**config.mk**
```make
export PLATFORM = sky130hd
export DESIGN_NAME = sleep_wake_controller
export DESIGN_NICKNAME = d
export VERILOG_FILES = /design/src/rtl/sync_edge.v /design/src/rtl/down_timer.v /design/src/rtl/sleep_wake_controller.v
export VERILOG_INCLUDE_DIRS = /design/src /design/src/rtl
export SDC_FILE = /design/constraint.sdc
export NUM_CORES = 1
export LEC_CHECK = 0
export ABC_AREA = 1
export BUFFER_PORTS_ARGS = -buffer_cell sky130_fd_sc_hd__buf_2
export CAP_MARGIN = 20
export CORE_ASPECT_RATIO = 0.5
export CORE_MARGIN = 5
export CORE_UTILIZATION = 63
export DETAILED_ROUTE_END_ITERATION = 10
export GPL_TIMING_DRIVEN = 0
export PLACE_DENSITY_LB_ADDON = 0.12
export SYNTH_ARGS = -nofsm -noshare
export SYNTH_HDL_FRONTEND = slang
export SYNTH_HIERARCHICAL = 1
export SYNTH_SLANG_ARGS = --single-unit
```
**constraint.sdc**
```tcl
create_clock -name clk -period 4.5 [get_ports clk]
set_input_delay 0.45 -clock clk [delete_from_list [all_inputs] [get_ports clk]]
set_output_delay 0.45 -clock clk [all_outputs]
set_load 0.005 [all_outputs]
```
**src/rtl/sleep_wake_defs.vh**
```
`ifndef SLEEP_WAKE_DEFS_VH
`define SLEEP_WAKE_DEFS_VH
// apb register byte offsets
`define OFF_CTRL 12'h000
`define OFF_STATUS 12'h004
`define OFF_IRQ_STAT 12'h008
`define OFF_IRQ_MASK 12'h00c
`define OFF_PORT_SNAP 12'h010
`define OFF_WDT_CNT 12'h014
// control field positions
`define CTRL_WDT_EN 0
`define CTRL_WAKE_CHG_EN 1
`define CTRL_MASTER_CLEAR_PIN_EN 2
`define CTRL_OSC_XTAL 3
`define CTRL_RESET 4'h7
// status field positions
`define ST_PD 0
`define ST_TO 1
`define ST_WAKE 2
`define ST_SLEEP 3
`define ST_CORE_RST 4
// interrupt event bits
`define EV_SLEEP 0
`define EV_WAKE_WDT 1
`define EV_WAKE_MASTER_CLEAR_PIN 2
`define EV_WAKE_CHG 3
`define EV_WDT_RST 4
// timing
`define CLK_MHZ 50
`define DRT_RC_US 300
`define DRT_XT_US 18000
`define WDT_PERIOD_US 18000
`endif

```
**src/rtl/sync_edge.v**
```verilog
`timescale 1ns/10ps
// two-stage synchroniser; output taken from the second stage, no change detect
module sync_edge #(
  parameter W = 1
) (
  clk,
  rst_n,
  ce,
  din,
  dout
);
  input wire clk;
  input wire rst_n;
  input wire ce;
  input wire [W-1:0] din;
  output reg [W-1:0] dout;
  reg [W-1:0] s1_q;
  always @(posedge clk or negedge rst_n) begin
    if (!rst_n) begin
      s1_q <= {W{1'b0}};
      dout <= {W{1'b0}};
    end else if (ce) begin
      s1_q <= din;
      dout <= s1_q;
    end
  end
endmodule

```
**src/rtl/down_timer.v**
```verilog
`timescale 1ns/10ps
// loadable down-counter; done pulses once when it reaches zero
module down_timer #(
  parameter W = 20
) (
  clk,
  rst_n,
  ce,
  clr,
  load,
  load_val,
  run,
  count,
  done
);
  input wire clk;
  input wire rst_n;
  input wire ce;
  input wire clr;
  input wire load;
  input wire [W-1:0] load_val;
  input wire run;
  output reg [W-1:0] count;
  output reg done;
  always @(posedge clk or negedge rst_n) begin
    if (!rst_n) begin
      count <= {W{1'b0}};
      done <= 1'b0;
    end else if (ce) begin
      done <= 1'b0;
      if (load || clr) begin
        count <= load_val;
      end else if (run && count != {W{1'b0}}) begin
        count <= count - {{(W-1){1'b0}}, 1'b1};
        if (count == {{(W-1){1'b0}}, 1'b1}) begin
          done <= 1'b1;
        end
      end
    end
  end
endmodule

```
**src/rtl/sleep_wake_controller.v**
```verilog
// Chosen here: the APB register port and the register offsets.
`timescale 1ns/10ps
// Overview of operation
// sleep instruction enters power-down mode
// on sleep: clear watchdog, set TO, clear PD, stop osc
// ports hold their state while asleep
// watchdog reset never drives master clear low
// master clear wakes only when configured for reset
// wake on watchdog or enabled pin change
// every wake is a full device reset
// watchdog wake clears time-out flag
// PD set at power-up, cleared by sleep
// pin change flag set on change in sleep
// compare pins against last read snapshot
// watchdog cleared on every wake
// flag encodings per reset cause
// master clear outside sleep leaves flags unchanged
// watchdog time-out starts device reset timer
// pin change watched only in sleep when enabled
`include "sleep_wake_defs.vh"
module sleep_wake_controller #(
  parameter WDT_CYCLES = `WDT_PERIOD_US * `CLK_MHZ,
  parameter DRT_RC_CYCLES = `DRT_RC_US * `CLK_MHZ,
  parameter DRT_XT_CYCLES = `DRT_XT_US * `CLK_MHZ
) (
  clk,
  rst_n,
  ce,
  psel,
  penable,
  pwrite,
  paddr,
  pwdata,
  prdata,
  pready,
  pslverr,
  irq,
  sleep_exec,
  clrwdt_exec,
  port_access,
  master_clear_pin,
  port_b_bit0,
  port_b_bit1,
  port_b_bit3,
  port_b_bit4,
  port_out_in,
  port_oe_in,
  port_out,
  port_oe,
  core_reset,
  osc_enable,
  master_clear_oe,
  timeout_flag_n,
  powerdown_flag_n,
  pin_change_wake_flag
);
  input wire clk;
  input wire rst_n;
  input wire ce;
  input wire psel;
  input wire penable;
  input wire pwrite;
  input wire [11:0] paddr;
  input wire [31:0] pwdata;
  output reg [31:0] prdata;
  output wire pready;
  output wire pslverr;
  output wire irq;
  input wire sleep_exec;
  input wire clrwdt_exec;
  input wire port_access;
  input wire master_clear_pin;
  input wire port_b_bit0;
  input wire port_b_bit1;
  input wire port_b_bit3;
  input wire port_b_bit4;
  input wire [5:0] port_out_in;
  input wire [5:0] port_oe_in;
  output reg [5:0] port_out;
  output reg [5:0] port_oe;
  output wire core_reset;
  output wire osc_enable;
  output wire master_clear_oe;
  output wire timeout_flag_n;
  output wire powerdown_flag_n;
  output wire pin_change_wake_flag;

  localparam ST_POR = 2'd0;
  localparam ST_RUN = 2'd1;
  localparam ST_SLEEP = 2'd2;
  localparam ST_DRT = 2'd3;

  reg [1:0] state_q;
  reg [3:0] ctrl_q;
  reg to_q;
  reg pd_q;
  reg wake_q;
  reg [3:0] snap_q;
  reg [4:0] irq_stat_q;
  reg [4:0] irq_mask_q;
  reg master_clear_pin_prev_q;
  reg drt_ld;
  reg [4:0] ev;

  wire [3:0] pins_raw;
  wire [3:0] pins_s;
  wire master_clear_pin_s;
  wire [31:0] wdt_cnt;
  wire [31:0] drt_cnt;
  wire wdt_done;
  wire drt_done;
  wire wdt_en = ctrl_q[`CTRL_WDT_EN];
  wire chg_en = ctrl_q[`CTRL_WAKE_CHG_EN];
  wire master_clear_pin_en = ctrl_q[`CTRL_MASTER_CLEAR_PIN_EN];
  wire asleep = (state_q == ST_SLEEP);
  wire master_clear_pin_low = master_clear_pin_en && !master_clear_pin_s;
  wire master_clear_pin_fall = master_clear_pin_low && master_clear_pin_prev_q;
  wire chg_hit = asleep && chg_en && (pins_s != snap_q);
  wire wdt_to = wdt_en && wdt_done;
  wire wr = psel && penable && pwrite;
  wire rd = psel && !pwrite;
  wire [31:0] drt_val;
  reg drt_xt_q;

  assign pins_raw = {port_b_bit4, port_b_bit3, port_b_bit1, port_b_bit0};
  assign drt_val = (state_q == ST_POR || drt_xt_q) ? DRT_XT_CYCLES :
                   DRT_RC_CYCLES;

  sync_edge #(.W(5)) u_sync (
    .clk(clk),
    .rst_n(rst_n),
    .ce(ce),
    .din({master_clear_pin, pins_raw}),
    .dout({master_clear_pin_s, pins_s})
  );

  // watchdog restarts on sleep entry, clrwdt and every wake
  down_timer #(.W(32)) u_wdt (
    .clk(clk),
    .rst_n(rst_n),
    .ce(ce),
    .clr(state_q == ST_DRT || clrwdt_exec || (state_q == ST_RUN &&
         sleep_exec)),
    .load(wdt_en && wdt_cnt == 32'h0 && !wdt_done),
    .load_val(WDT_CYCLES),
    .run(wdt_en && (state_q == ST_RUN || asleep)),
    .count(wdt_cnt),
    .done(wdt_done)
  );

  down_timer #(.W(32)) u_drt (
    .clk(clk),
    .rst_n(rst_n),
    .ce(ce),
    .clr(1'b0),
    .load(drt_ld),
    .load_val(drt_val),
    // a reset pin still held low stalls the reset timer and so stretches the reset
    .run((state_q == ST_DRT && !master_clear_pin_low) || (state_q == ST_POR && master_clear_pin_s)),
    .count(drt_cnt),
    .done(drt_done)
  );

  always @* begin
    drt_ld = 1'b0;
    ev = 5'h00;
    case (state_q)
      ST_RUN: begin
        if (wdt_to) begin
          drt_ld = 1'b1;
          ev[`EV_WDT_RST] = 1'b1;
        end else if (sleep_exec) begin
          ev[`EV_SLEEP] = 1'b1;
        end else if (master_clear_pin_fall) begin
          drt_ld = 1'b1;
        end
      end
      ST_SLEEP: begin
        if (master_clear_pin_low) begin
          drt_ld = 1'b1;
          ev[`EV_WAKE_MASTER_CLEAR_PIN] = 1'b1;
        end else if (wdt_to) begin
          drt_ld = 1'b1;
          ev[`EV_WAKE_WDT] = 1'b1;
        end else if (chg_hit) begin
          drt_ld = 1'b1;
          ev[`EV_WAKE_CHG] = 1'b1;
        end
      end
      default: begin
        drt_ld = (state_q == ST_POR) && drt_cnt == 32'h0 && !master_clear_pin_s;
      end
    endcase
  end

  always @(posedge clk or negedge rst_n) begin
    if (!rst_n) begin
      state_q <= ST_POR;
      to_q <= 1'b1;
      pd_q <= 1'b1;
      wake_q <= 1'b0;
      snap_q <= 4'h0;
      master_clear_pin_prev_q <= 1'b0;
      port_out <= 6'h00;
      port_oe <= 6'h00;
      drt_xt_q <= 1'b0;
    end else if (ce) begin
      master_clear_pin_prev_q <= !master_clear_pin_low;
      if (port_access) begin
        snap_q <= pins_s;
      end
      if (!asleep) begin
        port_out <= port_out_in;
        port_oe <= port_oe_in;
      end
      case (state_q)
        ST_POR: begin
          drt_xt_q <= ctrl_q[`CTRL_OSC_XTAL];
          if (drt_done) begin
            state_q <= ST_RUN;
            to_q <= 1'b1;
            pd_q <= 1'b1;
            wake_q <= 1'b0;
          end
        end
        ST_RUN: begin
          if (wdt_to) begin
            to_q <= 1'b0;
            wake_q <= 1'b0;
            state_q <= ST_DRT;
          end else if (sleep_exec) begin
            to_q <= 1'b1;
            pd_q <= 1'b0;
            state_q <= ST_SLEEP;
          end else if (master_clear_pin_fall) begin
            state_q <= ST_DRT;
          end
        end
        ST_SLEEP: begin
          if (master_clear_pin_low) begin
            to_q <= 1'b1;
            wake_q <= 1'b0;
            state_q <= ST_DRT;
          end else if (wdt_to) begin
            to_q <= 1'b0;
            wake_q <= 1'b0;
            state_q <= ST_DRT;
          end else if (chg_hit) begin
            to_q <= 1'b1;
            wake_q <= 1'b1;
            state_q <= ST_DRT;
          end
        end
        ST_DRT: begin
          if (drt_done && !master_clear_pin_low) begin
            state_q <= ST_RUN;
          end
        end
        default: begin
          state_q <= ST_POR;
        end
      endcase
    end
  end

  assign core_reset = (state_q == ST_POR) || (state_q == ST_DRT);
  assign osc_enable = !asleep;
  assign master_clear_oe = 1'b0;
  assign timeout_flag_n = to_q;
  assign powerdown_flag_n = pd_q;
  assign pin_change_wake_flag = wake_q;

  // apb slave: zero wait states, unmapped reads zero, errors on unmapped
  reg hit;
  always @* begin
    hit = 1'b1;
    case (paddr)
      `OFF_CTRL: prdata = {28'h0, ctrl_q};
      `OFF_STATUS: prdata = {27'h0, core_reset, asleep, wake_q, to_q, pd_q};
      `OFF_IRQ_STAT: prdata = {27'h0, irq_stat_q};
      `OFF_IRQ_MASK: prdata = {27'h0, irq_mask_q};
      `OFF_PORT_SNAP: prdata = {28'h0, snap_q};
      `OFF_WDT_CNT: prdata = wdt_cnt;
      default: begin
        prdata = 32'h0;
        hit = 1'b0;
      end
    endcase
    if (!rd) begin
      prdata = 32'h0;
    end
  end
  assign pready = 1'b1;
  assign pslverr = psel && penable && !hit;

  always @(posedge clk or negedge rst_n) begin
    if (!rst_n) begin
      ctrl_q <= `CTRL_RESET;
      irq_stat_q <= 5'h00;
      irq_mask_q <= 5'h00;
    end else if (ce) begin
      if (wr && paddr == `OFF_CTRL) begin
        ctrl_q <= pwdata[3:0];
      end
      if (wr && paddr == `OFF_IRQ_MASK) begin
        irq_mask_q <= pwdata[4:0];
      end
      // a new event wins over a write-one clear in the same cycle
      irq_stat_q <= (irq_stat_q & ~((wr && paddr == `OFF_IRQ_STAT) ?
                     pwdata[4:0] : 5'h00)) | ev;
    end
  end
  assign irq = |(irq_stat_q & irq_mask_q);
endmodule

```
# Word level (Yosys, flattened, before mapping)
# Index checks and enable logic that the tools add are counted.
[totals]
elab_cells = 158
regBits = 113
[classes]
eq_ne = 19
mux = 55
bitwise_logic = 5
addsub = 2
n_reduce_logical = 59
[ops]
columns = ["operator", "n"]
rows = [
  ["$pmux 32 s6", 1],
  ["$mux 32", 5],
  ["$eq 32x1->1 const B", 2],
  ["$logic_not 32->1", 2],
  ["$reduce_bool 32->1", 2],
  ["$sub 32x1->32 const B", 2],
  ["$mux 1", 33],
  ["$eq 12x4->1 const B", 2],
  ["$eq 12x5->1 const B", 2],
  ["$logic_and 1x1->1", 23],
  ["$mux 20", 1],
  ["$reduce_and 5->1", 4],
  ["$mux 2", 8],
  ["$reduce_and 2->1", 7],
  ["$eq 12x3->1 const B", 1],
  ["$logic_not 12->1", 1],
  ["$and 5x5->5", 2],
  ["$ne 2x2->1 const B", 4],
  ["$pmux 2 s4", 1],
  ["$logic_or 1x1->1", 7],
  ["$logic_not 1->1", 6],
  ["$pmux 1 s3", 2],
  ["$reduce_bool 2->1", 3],
  ["$reduce_or 6->1", 1],
  ["16 further kinds", 18],
]

# Depth between registers and ports, before layout
# Gate-level depths: netlist of run 1.
[logic_depth]
word_depth = 9
depth_mapped = 17
mapped_depth_nobuf = 15

# By module
# Netlist of run 1, hierarchy kept.
[by_module_without_submodules]
columns = ["module", "n_inst", "cells_per_inst", "area_per_inst_um2", "seq_area_each_um2"]
rows = [
  ["down_timer", 2, 438, 2617.5, 825.8],
  ["sleep_wake_controller", 1, 400, 2959.1, 932.1],
  ["sync_edge", 1, 42, 380.4, 250.2],
]

# Least setup slack after synthesis of run 1
# OpenSTA, ideal clock, no wires.
[synth_path]
path_type = "reg2reg"
start = "reg state_q[0]"
end = "reg u_drt.count[12]"
path_stages_with_launch = 16
slack_ps = 2187
t_arrival_ps = 2248
synth_period_minus_slack_ps = 2313
required_ps = 4435
path_cell_list = "dfrtp_1 inv_1 ha_1 nor4_1 nand2_1 nor2_1 nand2_1 nand2_1 nor2_2 inv_1 clkbuf_1 clkbuf_1 nand2_1 nand2_1 nand2_1 nand2_1"
[synth_between]
elab_chain_cells = 9
[synth_rtl]
columns = ["item", "line", "rtl"]
rows = [
  ["start: declaration", "sleep_wake_controller.v:93", "reg [1:0] state_q;"],
  ["start signal: assignment", "sleep_wake_controller.v:198", "state_q <= ST_POR;"],
  ["start signal: assignment", "sleep_wake_controller.v:220", "state_q <= ST_RUN;"],
  ["start signal: assignment", "sleep_wake_controller.v:230", "state_q <= ST_DRT;"],
  ["$eq 2x2->1", "sleep_wake_controller.v:115, sleep_wake_controller.v:167", ""],
  ["$logic_and 1x1->1 (2 in series)", "sleep_wake_controller.v:118", "wire chg_hit = asleep && chg_en && (pins_s != snap_q);"],
  ["$mux 1", "sleep_wake_controller.v:185", "end else if (chg_hit) begin"],
  ["$mux 1", "sleep_wake_controller.v:182", "end else if (wdt_to) begin"],
  ["$mux 1", "sleep_wake_controller.v:179", "if (master_clear_pin_low) begin"],
  ["$pmux 1 s2 (*)", "sleep_wake_controller.v:167", "case (state_q)"],
  ["net drt_ld", "sleep_wake_controller.v:102", "reg drt_ld;"],
  ["$reduce_bool 2->1 (no source line)", "-", ""],
  ["$reduce_and 2->1 (no source line)", "-", ""],
  ["end signal: assignment", "down_timer.v:27", "count <= {W{1'b0}};"],
  ["end signal: assignment", "down_timer.v:32", "count <= load_val;"],
  ["end signal: assignment", "down_timer.v:34", "count <= count - {{(W-1){1'b0}}, 1'b1};"],
  ["end: declaration", "down_timer.v:23", "output reg [W-1:0] count;"],
]
# Mark *: on every way through the listed nets, which the timed path passes. The rest lies on a longest branch.
# A chain may end at the register's enable or synchronous reset.

# Worst setup path in the final report of run 1
[layout_path]
start = "reg u_wdt.count[25]"
end = "reg u_wdt.count[15]"
[layout_between]
elab_chain_cells = 6
[layout_rtl]
columns = ["item", "line", "rtl"]
rows = [
  ["start: declaration", "down_timer.v:23", ""],
  ["start signal: assignment", "down_timer.v:27", ""],
  ["start signal: assignment", "down_timer.v:32", ""],
  ["start signal: assignment", "down_timer.v:34", ""],
  ["$logic_not 32->1", "sleep_wake_controller.v:144", ".load(wdt_en && wdt_cnt == 32'h0 && !wdt_done),"],
  ["$logic_and 1x1->1 (2 in series)", "sleep_wake_controller.v:144", ""],
  ["$logic_or 1x1->1", "down_timer.v:31", "if (load || clr) begin"],
  ["$reduce_bool 2->1 (no source line)", "-", ""],
  ["$reduce_and 2->1 (no source line)", "-", ""],
]
# Parallel ways exist; a longest one is shown, timed or not.

==> results of run 1 <==
## worst min-delay path, cell delays in order
cell and delay [ns]:
buf_2 0.07, nand2_1 0.04, nand2_1 0.05
## registers in the layout, summed over array words and instances (netlist names)
register                 count
u_drt/count                 32
u_wdt/count                 32
port_oe                      6
port_out                     6
irq_mask_q                   5
irq_stat_q                   5
u_sync/dout                  5
u_sync/s1_q                  5
ctrl_q                       4
snap_q                       4
state_q                      2
drt_xt_q                     1
master_clear_pin_prev_q      1
pin_change_wake_flag         1
powerdown_flag_n             1
timeout_flag_n               1
u_drt/done                   1
u_wdt/done                   1
## cell type report
cell class | instances | area share [%]
tap | 176 | 2.19
buffer | 38 | 2.80
clock buffer | 20 | 4.34
inverter | 152 | 5.67
sequential | 113 | 28.2
timing repair buffer | 94 | 5.01
clock inverter | 12 | 1.09
multi-input combinational | 1072 | 50.7
## metal layers
metal	vias to the layer above	track usage [%]
met1	4156	39.0
met5	-	0
met2	433	57.4
met3	75	5.95
li1	4481	-
met4	0	10.6
## repair_timing
item / in CTS / in global routing
setup buffers: 0 / 0
hold endpoints to repair: 16 / 0
hold buffers: 1 / 0
## kinds of logic after synthesis
family	Yosys count	synth area share, %
other	2	0.0876
xor gates and xnor gates	2	0.204
DFF	113	33.1
AOI/OAI and AO/OA	97	6.51
and+or+nand+nor	892	47.2
adders and majority gates	8	1.17
buffers and inverters	190	9.94
muxes	14	1.81
## path summary, 6_finish.rpt
kind	startpoint	end	slack, ns	cells after the start
worst max register to register	u_wdt/count[25]	u_wdt/count[15]	1.31	13
worst min register to register	u_sync/s1_q[0]	u_sync/s1_q[0]	0.47	2
worst max-delay path	u_wdt/count[25]	u_wdt/count[15]	1.31	13
max in group asynchronous	rst_n	u_drt/count[14]	3.31	3
worst min-delay path	port_b_bit4	u_sync/s1_q[3]	0.22	3
min in group asynchronous	rst_n	u_wdt/count[8]	0.43	2
## through the flow
stage / total power [mW] / utilization [%] / std cells / area (um2)
after detailed placement: 4.32 / 70.7 / 1644 / 9500
after CTS: 5.63 / 74.9 / 1677 / 10100
after floorplan: 3.58 / - / 1375 / 8790
after global placement: 4.23 / 70.5 / 1643 / 9470
after global routing: 6.13 / 74.9 / 1677 / 10100
final: 5.68 / 74.9 / 1677 / 10100
## cells in the mapped netlist (all sizes together) (9+ instances only)
library cell,instances
nand2,528
nor2,171
inv,152
dfrtp,108
nand3,104
o21ai,58
nand4,37
nor3,29
buf,25
o21bai,14
a21oi,13
clkbuf,13
mux2,12
nor4,9
## power by group through the flow
stage | Clock (mW) | Combinational, mW | Sequential [mW]
3_3_place_gp | 0 | 2.33 | 1.90
6_report | 1.28 | 2.46 | 1.94
5_1_grt | 1.36 | 2.78 | 1.99
4_1_cts | 1.29 | 2.42 | 1.91
3_5_place_dp | 0 | 2.40 | 1.92
2_1_floorplan | 0 | 1.83 | 1.76
==> flow_metrics.py, run 1 <==
metrics = {
    "sta": {
        "max_slew_margin_pct": 47.8,
        "tns_ns": 0,
        "timing.fmax_mhz": 314,
        "rsz0062_at_grt": "false",
        "hold-worst-slack_ns": 0.221,
        "setup_ws_ns": 1.31,
        "finalClockSkew_ns": 0.0107,
        "tightest_slew_ns": 0.782,
        "period_needed_ns": 3.19,
        "slew_violations": 0,
        "hold_viol_final": 0,
        "fin_crit_sh_pct": 70.8,
        "finalSetupViolCount": 0,
    },
    "power": {
        "leakage_nw": 5.36,
        "combinationalPowerShare_pct": 43.3,
        "p_switching_mw": 2.69,
        "max-vdd-ir-drop_v": 0.000339,
        "power_frac_clock_pct": 22.5,
        "switching_share_pct": 47.3,
        "seq_power_share_pct": 34.1,
        "p_int_mw": 2.99,
        "p_per_area_mw_per_mm2": 565,
    },
    "placed_design": {
        "io_buffer_count": 92,
        "place_congestion": 0.939,
        "dpl.hpwl_um": 18300,
        "dpl_worst_slack_ns": 1.42,
    },
    "setup_path": {
        "cp_top_family": "simple AND/OR/NAND/NOR gates",
        "critical_path_class": "flip-flop to flip-flop",
        "crit_required_ns": 4.86,
        "cp_slowest_cell": "clkbuf_1",
        "cp_max_fo": 10,
        "path_cells": "inv_1 -> nand4_1 -> nor3_1 -> nand3_1 -> nor4_1 -> nor2_2 -> inv_1 -> clkbuf_1 -> clkbuf_1 -> nand2_1 -> nand2_1 -> nand2_1 -> nand2_1",
        "crit_arrival_ns": 3.54,
        "slowest_delay_ns": 0.50,
        "start_kind": "flip-flop",
        "path_buf_inv": 4,
        "crit_top_cell": "nand2_1",
        "endpoint_kind": "flip-flop",
    },
    "cts": {
        "cts_sinks": 113,
        "clock_path_buffers": 2,
        "cts_tree": "yes",
        "cts_buffers": 17,
        "htree_levels": 4,
        "cts_resized": 0,
        "clk_latency_ns": 0.43,
        "clk_pin_slew_worst_paths_ns": 0.06,
        "clock-root-buffer": "clkbuf_16",
    },
    "layout": {
        "area_delta_synth_final_pct": 17.3,
        "multi_input_area_mm2": 0.00510,
        "final_nets": 1566,
        "final_cell_mix": "511 x nand2_1, 148 x nor2_1, 144 x inv_1",
        "final_common_cell": "nand2_1",
        "n_antenna_cell": 0,
        "seqCellArea_mm2": 0.00283,
        "fillers": 1099,
        "drive_gt1_share_pct": 16.5,
    },
    "synth": {
        "synth_area_per_cell_um2": 6.51,
        "synth_area_mm2": 0.00857,
        "yosysUniqueCellTypes": 46,
        "synth_edf_count": 0,
        "netlist_instances": 1318,
        "seq_area_frac_synth_pct": 33.1,
        "async_reset_ff_share_pct": 100,
        "yosys-top-cells-area": "dfrtp_1 32%, nand2_1 22%, nor2_1 6.5%",
        "synth_area_leader_cell": "dfrtp_1",
        "yosysWarnings": 6,
        "ys.flop_type": "dfrtp_1",
        "synth_seq_cells": 113,
        "yosys.area.top_type_share_pct": 31.5,
    },
    "floorplan": {
        "die_h_um": 92.5,
        "die-area_mm2": 0.0162,
        "rows": 30,
        "design.core.area_mm2": 0.0134,
        "start_util_pct": 63.8,
        "die-width_um": 175,
        "ios": 123,
    },
    "global_route": {
        "grt_use_total_pct": 31.9,
        "antenna_found_initial": 0,
        "grt_pass1_vias": 8629,
        "grt-ovfl-total": 0,
        "grt_max_degree": 98,
        "grt_pass1_wl_um": 42000,
    },
    "detailed_routing": {
        "drtAntennaViolNets": 0,
        "wl_um": 25100,
        "wl_per_cell_um": 15.0,
        "wl_met1_um": 10100,
        "met3WireLength_um": 1840,
        "firstDrtPassIters": 6,
        "wl_met2_um": 12500,
        "drc_errors": 0,
        "via_per_inst": 5.45,
        "first_iter_violations": 970,
        "highest_layer": "met4",
        "num_vias": 9145,
    },
    "flow_run": {
        "cap_violations": 0,
    },
    "hold_path": {
        "hp-class": "input port to flip-flop",
    },
    "outcome": {
        "status": "finished clean",
    },
}
No activity file was read; power rests on OpenSTA's default activity.
==> inputs of run 2 (changes only) <==
Settings changed: ABC_AREA 1 to 0, CORE_UTILIZATION 63 to 57.
Clock period 4.5 ns to 3.05 ns, I/O delays scaled along.
==> flow_metrics.py, run 2 <==
metrics = {
    "layout": {
        "final_cells": 1130,
        "final_nets": 1025,
        "top_regs": "u_drt/count: 32 flops, u_wdt/count: 32 flops",
        "stdcell_area_mm2": 0.00889,
        "area_delta_synth_final_pct": 21.9,
        "n_antenna_cell": 0,
        "final_cell_mix": "108 x dfrtp_1, 97 x buf_2, 85 x nand2_1",
        "fillers": 968,
        "multi_input_area_mm2": 0.00436,
        "seqCellArea_mm2": 0.00283,
        "drive_gt1_share_pct": 23.8,
        "final_common_cell": "dfrtp_1",
    },
    "outcome": {
        "status": "finished clean",
    },
    "sta": {
        "fin_crit_sh_pct": 96.6,
        "max_slew_margin_pct": 48.7,
        "period_needed_ns": 2.95,
        "slew_violations": 0,
        "hold_viol_final": 0,
        "timing.fmax_mhz": 339,
        "rsz0062_at_grt": "false",
        "tightest_slew_ns": 0.767,
        "finalSetupViolCount": 0,
        "finalClockSkew_ns": 0.0105,
    },
    "synth": {
        "seq_area_frac_synth_pct": 38.9,
        "netlist_instances": 777,
        "synth_seq_cells": 113,
        "yosysMostFrequentCell": "dfrtp_1",
        "async_reset_ff_share_pct": 100,
        "yosysWarnings": 6,
        "yosys-top-cells-count": "108 x dfrtp_1, 87 x nand2_1, 40 x and2_1, 39 x nor3_1, 36 x nor2_1",
        "yosys.area.top_type_share_pct": 37.1,
        "yosys-top-cells-area": "dfrtp_1 37%, nand2_1 4.5%, mux2_2 3.6%",
        "synth_area_mm2": 0.00729,
        "synth_area_per_cell_um2": 9.38,
        "ys.flop_type": "dfrtp_1",
        "synth_area_leader_cell": "dfrtp_1",
        "yosysUniqueCellTypes": 73,
        "synth_edf_count": 0,
    },
    "setup_path": {
        "crit_arrival_ns": 3.27,
        "crit_required_ns": 3.37,
        "rr_worst_depth": 9,
        "slowest_delay_ns": 0.58,
        "reg2reg_slack_ns": 0.10,
        "start_kind": "flip-flop",
        "critical_path_class": "flip-flop to flip-flop",
        "cp_top_family": "simple AND/OR/NAND/NOR gates",
        "cp_max_fo": 10,
        "path_cells": "nor4b_2 -> and4_1 -> nand4_1 -> nor4_4 -> or2_2 -> buf_2 -> clkbuf_1 -> a21oi_1 -> o22ai_1",
        "path_buf_inv": 2,
        "cp_slowest_cell": "dfstp_2",
        "endpoint_kind": "flip-flop",
        "crit_cells": 9,
    },
    "hold_path": {
        "whs_path_depth": 2,
        "hp-class": "input port to flip-flop",
    },
    "cts": {
        "htree_levels": 4,
        "cts_tree": "yes",
        "clk_pin_slew_worst_paths_ns": 0.05,
        "clock_path_buffers": 2,
        "cts_setup_buffers": 0,
        "cts_buffers": 17,
        "clock-root-buffer": "clkbuf_16",
        "cts_sinks": 113,
        "clk_latency_ns": 0.41,
    },
    "floorplan": {
        "die_h_um": 90.0,
        "design.core.area_mm2": 0.0126,
        "die-area_mm2": 0.0153,
        "start_util_pct": 57.9,
        "rows": 29,
        "die-width_um": 170,
        "ios": 123,
    },
    "flow_run": {
        "cap_violations": 0,
    },
    "detailed_routing": {
        "firstDrtPassIters": 6,
        "num_vias": 7154,
        "drtAntennaViolNets": 0,
        "first_iter_violations": 931,
        "via_per_inst": 6.33,
        "wl_per_cell_um": 19.6,
        "wl_um": 22200,
        "drc_errors": 0,
    },
    "global_route": {
        "grt_use_total_pct": 28.3,
        "grt_max_degree": 93,
        "antenna_found_initial": 0,
        "grt_pass1_vias": 6946,
        "grt-ovfl-total": 0,
        "grt_pass1_wl_um": 35200,
    },
    "power": {
        "p_int_mw": 4.20,
        "max-vdd-ir-drop_v": 0.000386,
        "combinationalPowerShare_pct": 32.2,
        "p_per_area_mw_per_mm2": 767,
        "power_frac_clock_pct": 30.7,
        "switching_share_pct": 38.4,
        "seq_power_share_pct": 37.2,
        "leakage_nw": 3.76,
        "p_switching_mw": 2.62,
    },
    "placed_design": {
        "dpl.hpwl_um": 15100,
        "dpl_cell_area_mm2": 0.00822,
        "place_congestion": 0.937,
        "io_buffer_count": 92,
        "placedCellCount": 1098,
    },
}
==> run 2: cell types whose count changed in the layout (fill, tap and decap cells not counted), moves of 16 or more <==
cell / delta
nand2_1: -426
inv_1: -115
nor2_1: -112
nand3_1: -73
and2_1: +38
nor3_1: +28
o22ai_1: +28
o311ai_0: +24
nor4_1: +23
o21ai_1: -22
o211ai_1: +20
nand4_1: -17
nor3_2: -17
o21ai_0: -16
==> run 2: area by class of cell <==
class	count	share of cell area [%]
Buffer	40	2.91
Clock buffer	21	5.07
Clock inverter	11	1.82
Inverter	29	1.22
Multi-Input combinational cell	651	49.0
Sequential cell	113	31.9
Tap cell	170	2.39
Timing Repair Buffer	95	5.73
==> run 2: cells by family after synthesis <==
kind of cell	count (synthesis)	share of synthesized area (%)
and+or+nand+nor	351	27.2
xor gates and xnor gates	4	0.480
muxes	47	8.49
adders and majority gates	8	1.37
buffers and inverters	71	4.86
other	2	0.103
AOI/OAI and AO/OA	181	18.6
DFF	113	38.9
==> run 2: worst paths after layout <==
kind,startpoint,endpoint
worst max-delay path,ctrl_q[0],u_wdt/count[18]
worst min-delay path,port_out_in[4],port_out[4]
worst max register to register,ctrl_q[0],u_wdt/count[18]
worst min register to register,port_oe[5],port_oe[5]
max in group asynchronous,rst_n,ctrl_q[2]
min in group asynchronous,rst_n,u_wdt/count[24]
==> run 2: routing by layer <==
layer  global-route usage, %  part of all wire (%)
met4                    10.4                   2.2
met3                    5.04                   7.6
met1                    36.2                    40
met5                       0                     0
met2                    48.3                    50
==> run 2: per-stage QoR <==
stage               hold slack (ns)  worst slack (ns)  utilization [%]  total power [mW]  TNS, ns
CTS                           0.120            0.0239             70.4              6.76        0
finish                        0.130             0.104             70.6              6.82        0
floorplan                   0.00941             0.428                -              3.87        0
global route                  0.118            0.0137             70.6              7.15        0
global placement              0.481            -0.545             65.0              4.54   -20.70
detailed placement            0.170            -0.563             65.3              4.62   -22.23
==> run 2: power groups by stage <==
stage                     registers, mW  clock network [mW]  logic, mW
after global placement             2.50                   0       2.05
after CTS                          2.50                2.11       2.15
after floorplan                    2.35                   0       1.52
final                              2.53                2.09       2.19
after global routing               2.58                2.19       2.38
after detailed placement           2.52                   0       2.10
==> run 2: repair_timing <==
action,CTS,global route
hold buffers,1,0
setup endpoints to repair,56,23
hold endpoints to repair,21,0
pin swaps,0,0
gates resized for setup,15,15
==> inputs of run 3 (changes only) <==
Settings changed: CORE_UTILIZATION 57 to 62.
Clock period 3.05 ns to 3.4 ns, I/O delays scaled along.
==> flow_metrics.py, run 3 (synthesis results as in run 2) <==
metrics = {
    "global_route": {
        "grt-ovfl-total": 0,
        "antenna_found_initial": 0,
        "grt_max_degree": 91,
        "grt_pass1_wl_um": 35900,
        "grt_use_total_pct": 31.8,
        "grt_pass1_vias": 7168,
    },
    "sta": {
        "tightest_slew_ns": 1.08,
        "timing.fmax_mhz": 304,
        "fin_crit_sh_pct": 96.8,
        "hold_viol_final": 0,
        "finalClockSkew_ns": 0.0143,
        "finalSetupViolCount": 0,
        "slew_violations": 0,
        "setup_ws_ns": 0.107,
        "period_needed_ns": 3.29,
        "max_slew_margin_pct": 27.5,
        "rsz0062_at_grt": "false",
    },
    "detailed_routing": {
        "drc_errors": 0,
        "wl_um": 21900,
        "wl_per_cell_um": 19.5,
        "drtAntennaViolNets": 0,
        "via_per_inst": 6.42,
        "firstDrtPassIters": 9,
        "num_vias": 7209,
        "first_iter_violations": 701,
    },
    "floorplan": {
        "design.core.area_mm2": 0.0117,
        "rows": 28,
        "start_util_pct": 62.5,
        "ios": 123,
        "die-area_mm2": 0.0142,
        "die-width_um": 163,
        "die_h_um": 86.7,
    },
    "layout": {
        "area_delta_synth_final_pct": 21.3,
        "final_cells": 1123,
        "fin_util_pct": 75.8,
        "fillers": 854,
        "final_cell_mix": "108 x dfrtp_1, 95 x buf_2, 86 x nand2_1",
        "drive_gt1_share_pct": 22.3,
        "final_common_cell": "dfrtp_1",
        "n_antenna_cell": 0,
        "multi_input_area_mm2": 0.00433,
        "seqCellArea_mm2": 0.00283,
        "top_regs": "u_drt/count: 32 flops, u_wdt/count: 32 flops",
        "final_nets": 1023,
    },
    "cts": {
        "clock_path_buffers": 2,
        "cts_buffers": 17,
        "htree_levels": 4,
        "clock-root-buffer": "clkbuf_16",
        "cts_sinks": 113,
        "cts_tree": "yes",
        "cts_setup_buffers": 0,
        "clk_latency_ns": 0.42,
        "clk_pin_slew_worst_paths_ns": 0.05,
    },
    "flow_run": {
        "cap_violations": 0,
    },
    "power": {
        "p_per_area_mw_per_mm2": 694,
        "max-vdd-ir-drop_v": 0.000462,
        "power_mw": 6.14,
        "leakage_nw": 3.71,
    },
    "setup_path": {
        "crit_arrival_ns": 3.55,
        "cp_slowest_cell": "dfstp_2",
        "start_kind": "flip-flop",
        "critical_path_class": "flip-flop to flip-flop",
        "endpoint_kind": "flip-flop",
        "cp_max_fo": 12,
        "slowest_delay_ns": 0.58,
        "path_cells": "nor4b_1 -> and4_1 -> nand4_1 -> nor4_1 -> or2_2 -> and2_1 -> clkbuf_1 -> clkbuf_2 -> nand2_1 -> o311ai_0",
        "crit_required_ns": 3.65,
    },
    "outcome": {
        "status": "finished clean",
    },
    "placed_design": {
        "place_congestion": 0.930,
        "io_buffer_count": 92,
        "dpl_worst_slack_ns": -0.159,
        "dpl.hpwl_um": 15000,
        "placedCellCount": 1093,
    },
    "hold_path": {
        "hp-class": "input port to flip-flop",
    },
}
run 3: cell types whose count changed in the layout (fill, tap and decap cells not counted), moves of 2 or more:
cell        change
clkbuf_1        +7
clkinvlp_4      +3
buf_2           -2
clkbuf_2        -8
nor4_1          +2
clkinv_4        +2
clkinv_2        -3
run 3: repair_timing:
| item | CTS | global route |
|---|---|---|
| hold endpoints to repair | 23 | 0 |
| hold buffers | 1 | 0 |
| gates resized for setup | 0 | 7 |
| endpoints found under the setup margin | 40 | 14 |
| pin swaps | 0 | 0 |
run 3: final timing paths:
path	start	endpoint	slack, ns	cells after the start
worst min register to register	port_oe[4]	port_oe[4]	0.50	1
min in group asynchronous	rst_n	u_wdt/count[24]	0.36	2
worst max register to register	ctrl_q[0]	u_wdt/count[11]	0.11	10
worst max-delay path	ctrl_q[0]	u_wdt/count[11]	0.11	10
max in group asynchronous	rst_n	powerdown_flag_n	2.30	3
worst min-delay path	port_b_bit3	u_sync/s1_q[2]	0.16	2
run 3: layer usage:
metal	GRT usage (%)	up-vias	wire, um
met4	14.5	0	626
met1	39.1	3430	8470
li1	-	3273	-
met5	0	-	0
met2	55.0	432	10800
met3	6.13	74	2040
run 3: area by class of cell:
type | count | share of cell area (%)
Buffer | 39 | 2.67
Timing Repair Buffer | 94 | 5.70
Tap cell | 165 | 2.33
Sequential cell | 113 | 32.0
Clock inverter | 13 | 2.11
Inverter | 29 | 1.23
Multi-Input combinational cell | 651 | 48.9
Clock buffer | 19 | 5.01
run 3: where the power goes:
group | switching (mW) | internal [mW] | leakage [nW] | total [mW]
clock network | 0.665 | 1.24 | 0.295 | 1.91
logic | 1.15 | 0.807 | 2.03 | 1.96
registers | 0.560 | 1.71 | 1.38 | 2.27
total | 2.38 | 3.76 | 3.71 | 6.14
run 3: critical path, delay by kind of cell (launching register included):
kind / cells / cell delay [ns]
AND/OR/NAND/NOR: 7 / 1.73
buffers and inverters: 2 / 0.69
flip-flops: 1 / 0.58
AO/OA/AOI/OAI: 1 / 0.13
run 3: through the flow:
stage / hold slack (ns) / instance area [um2] / setup TNS (ns)
after floorplan: 0.0444 / 7510 / 0
after global placement: 0.481 / 8180 / -0.903
after detailed placement: 0.217 / 8210 / -1.50
after CTS: 0.148 / 8840 / 0
after global routing: 0.152 / 8850 / 0
final: 0.160 / 8850 / 0
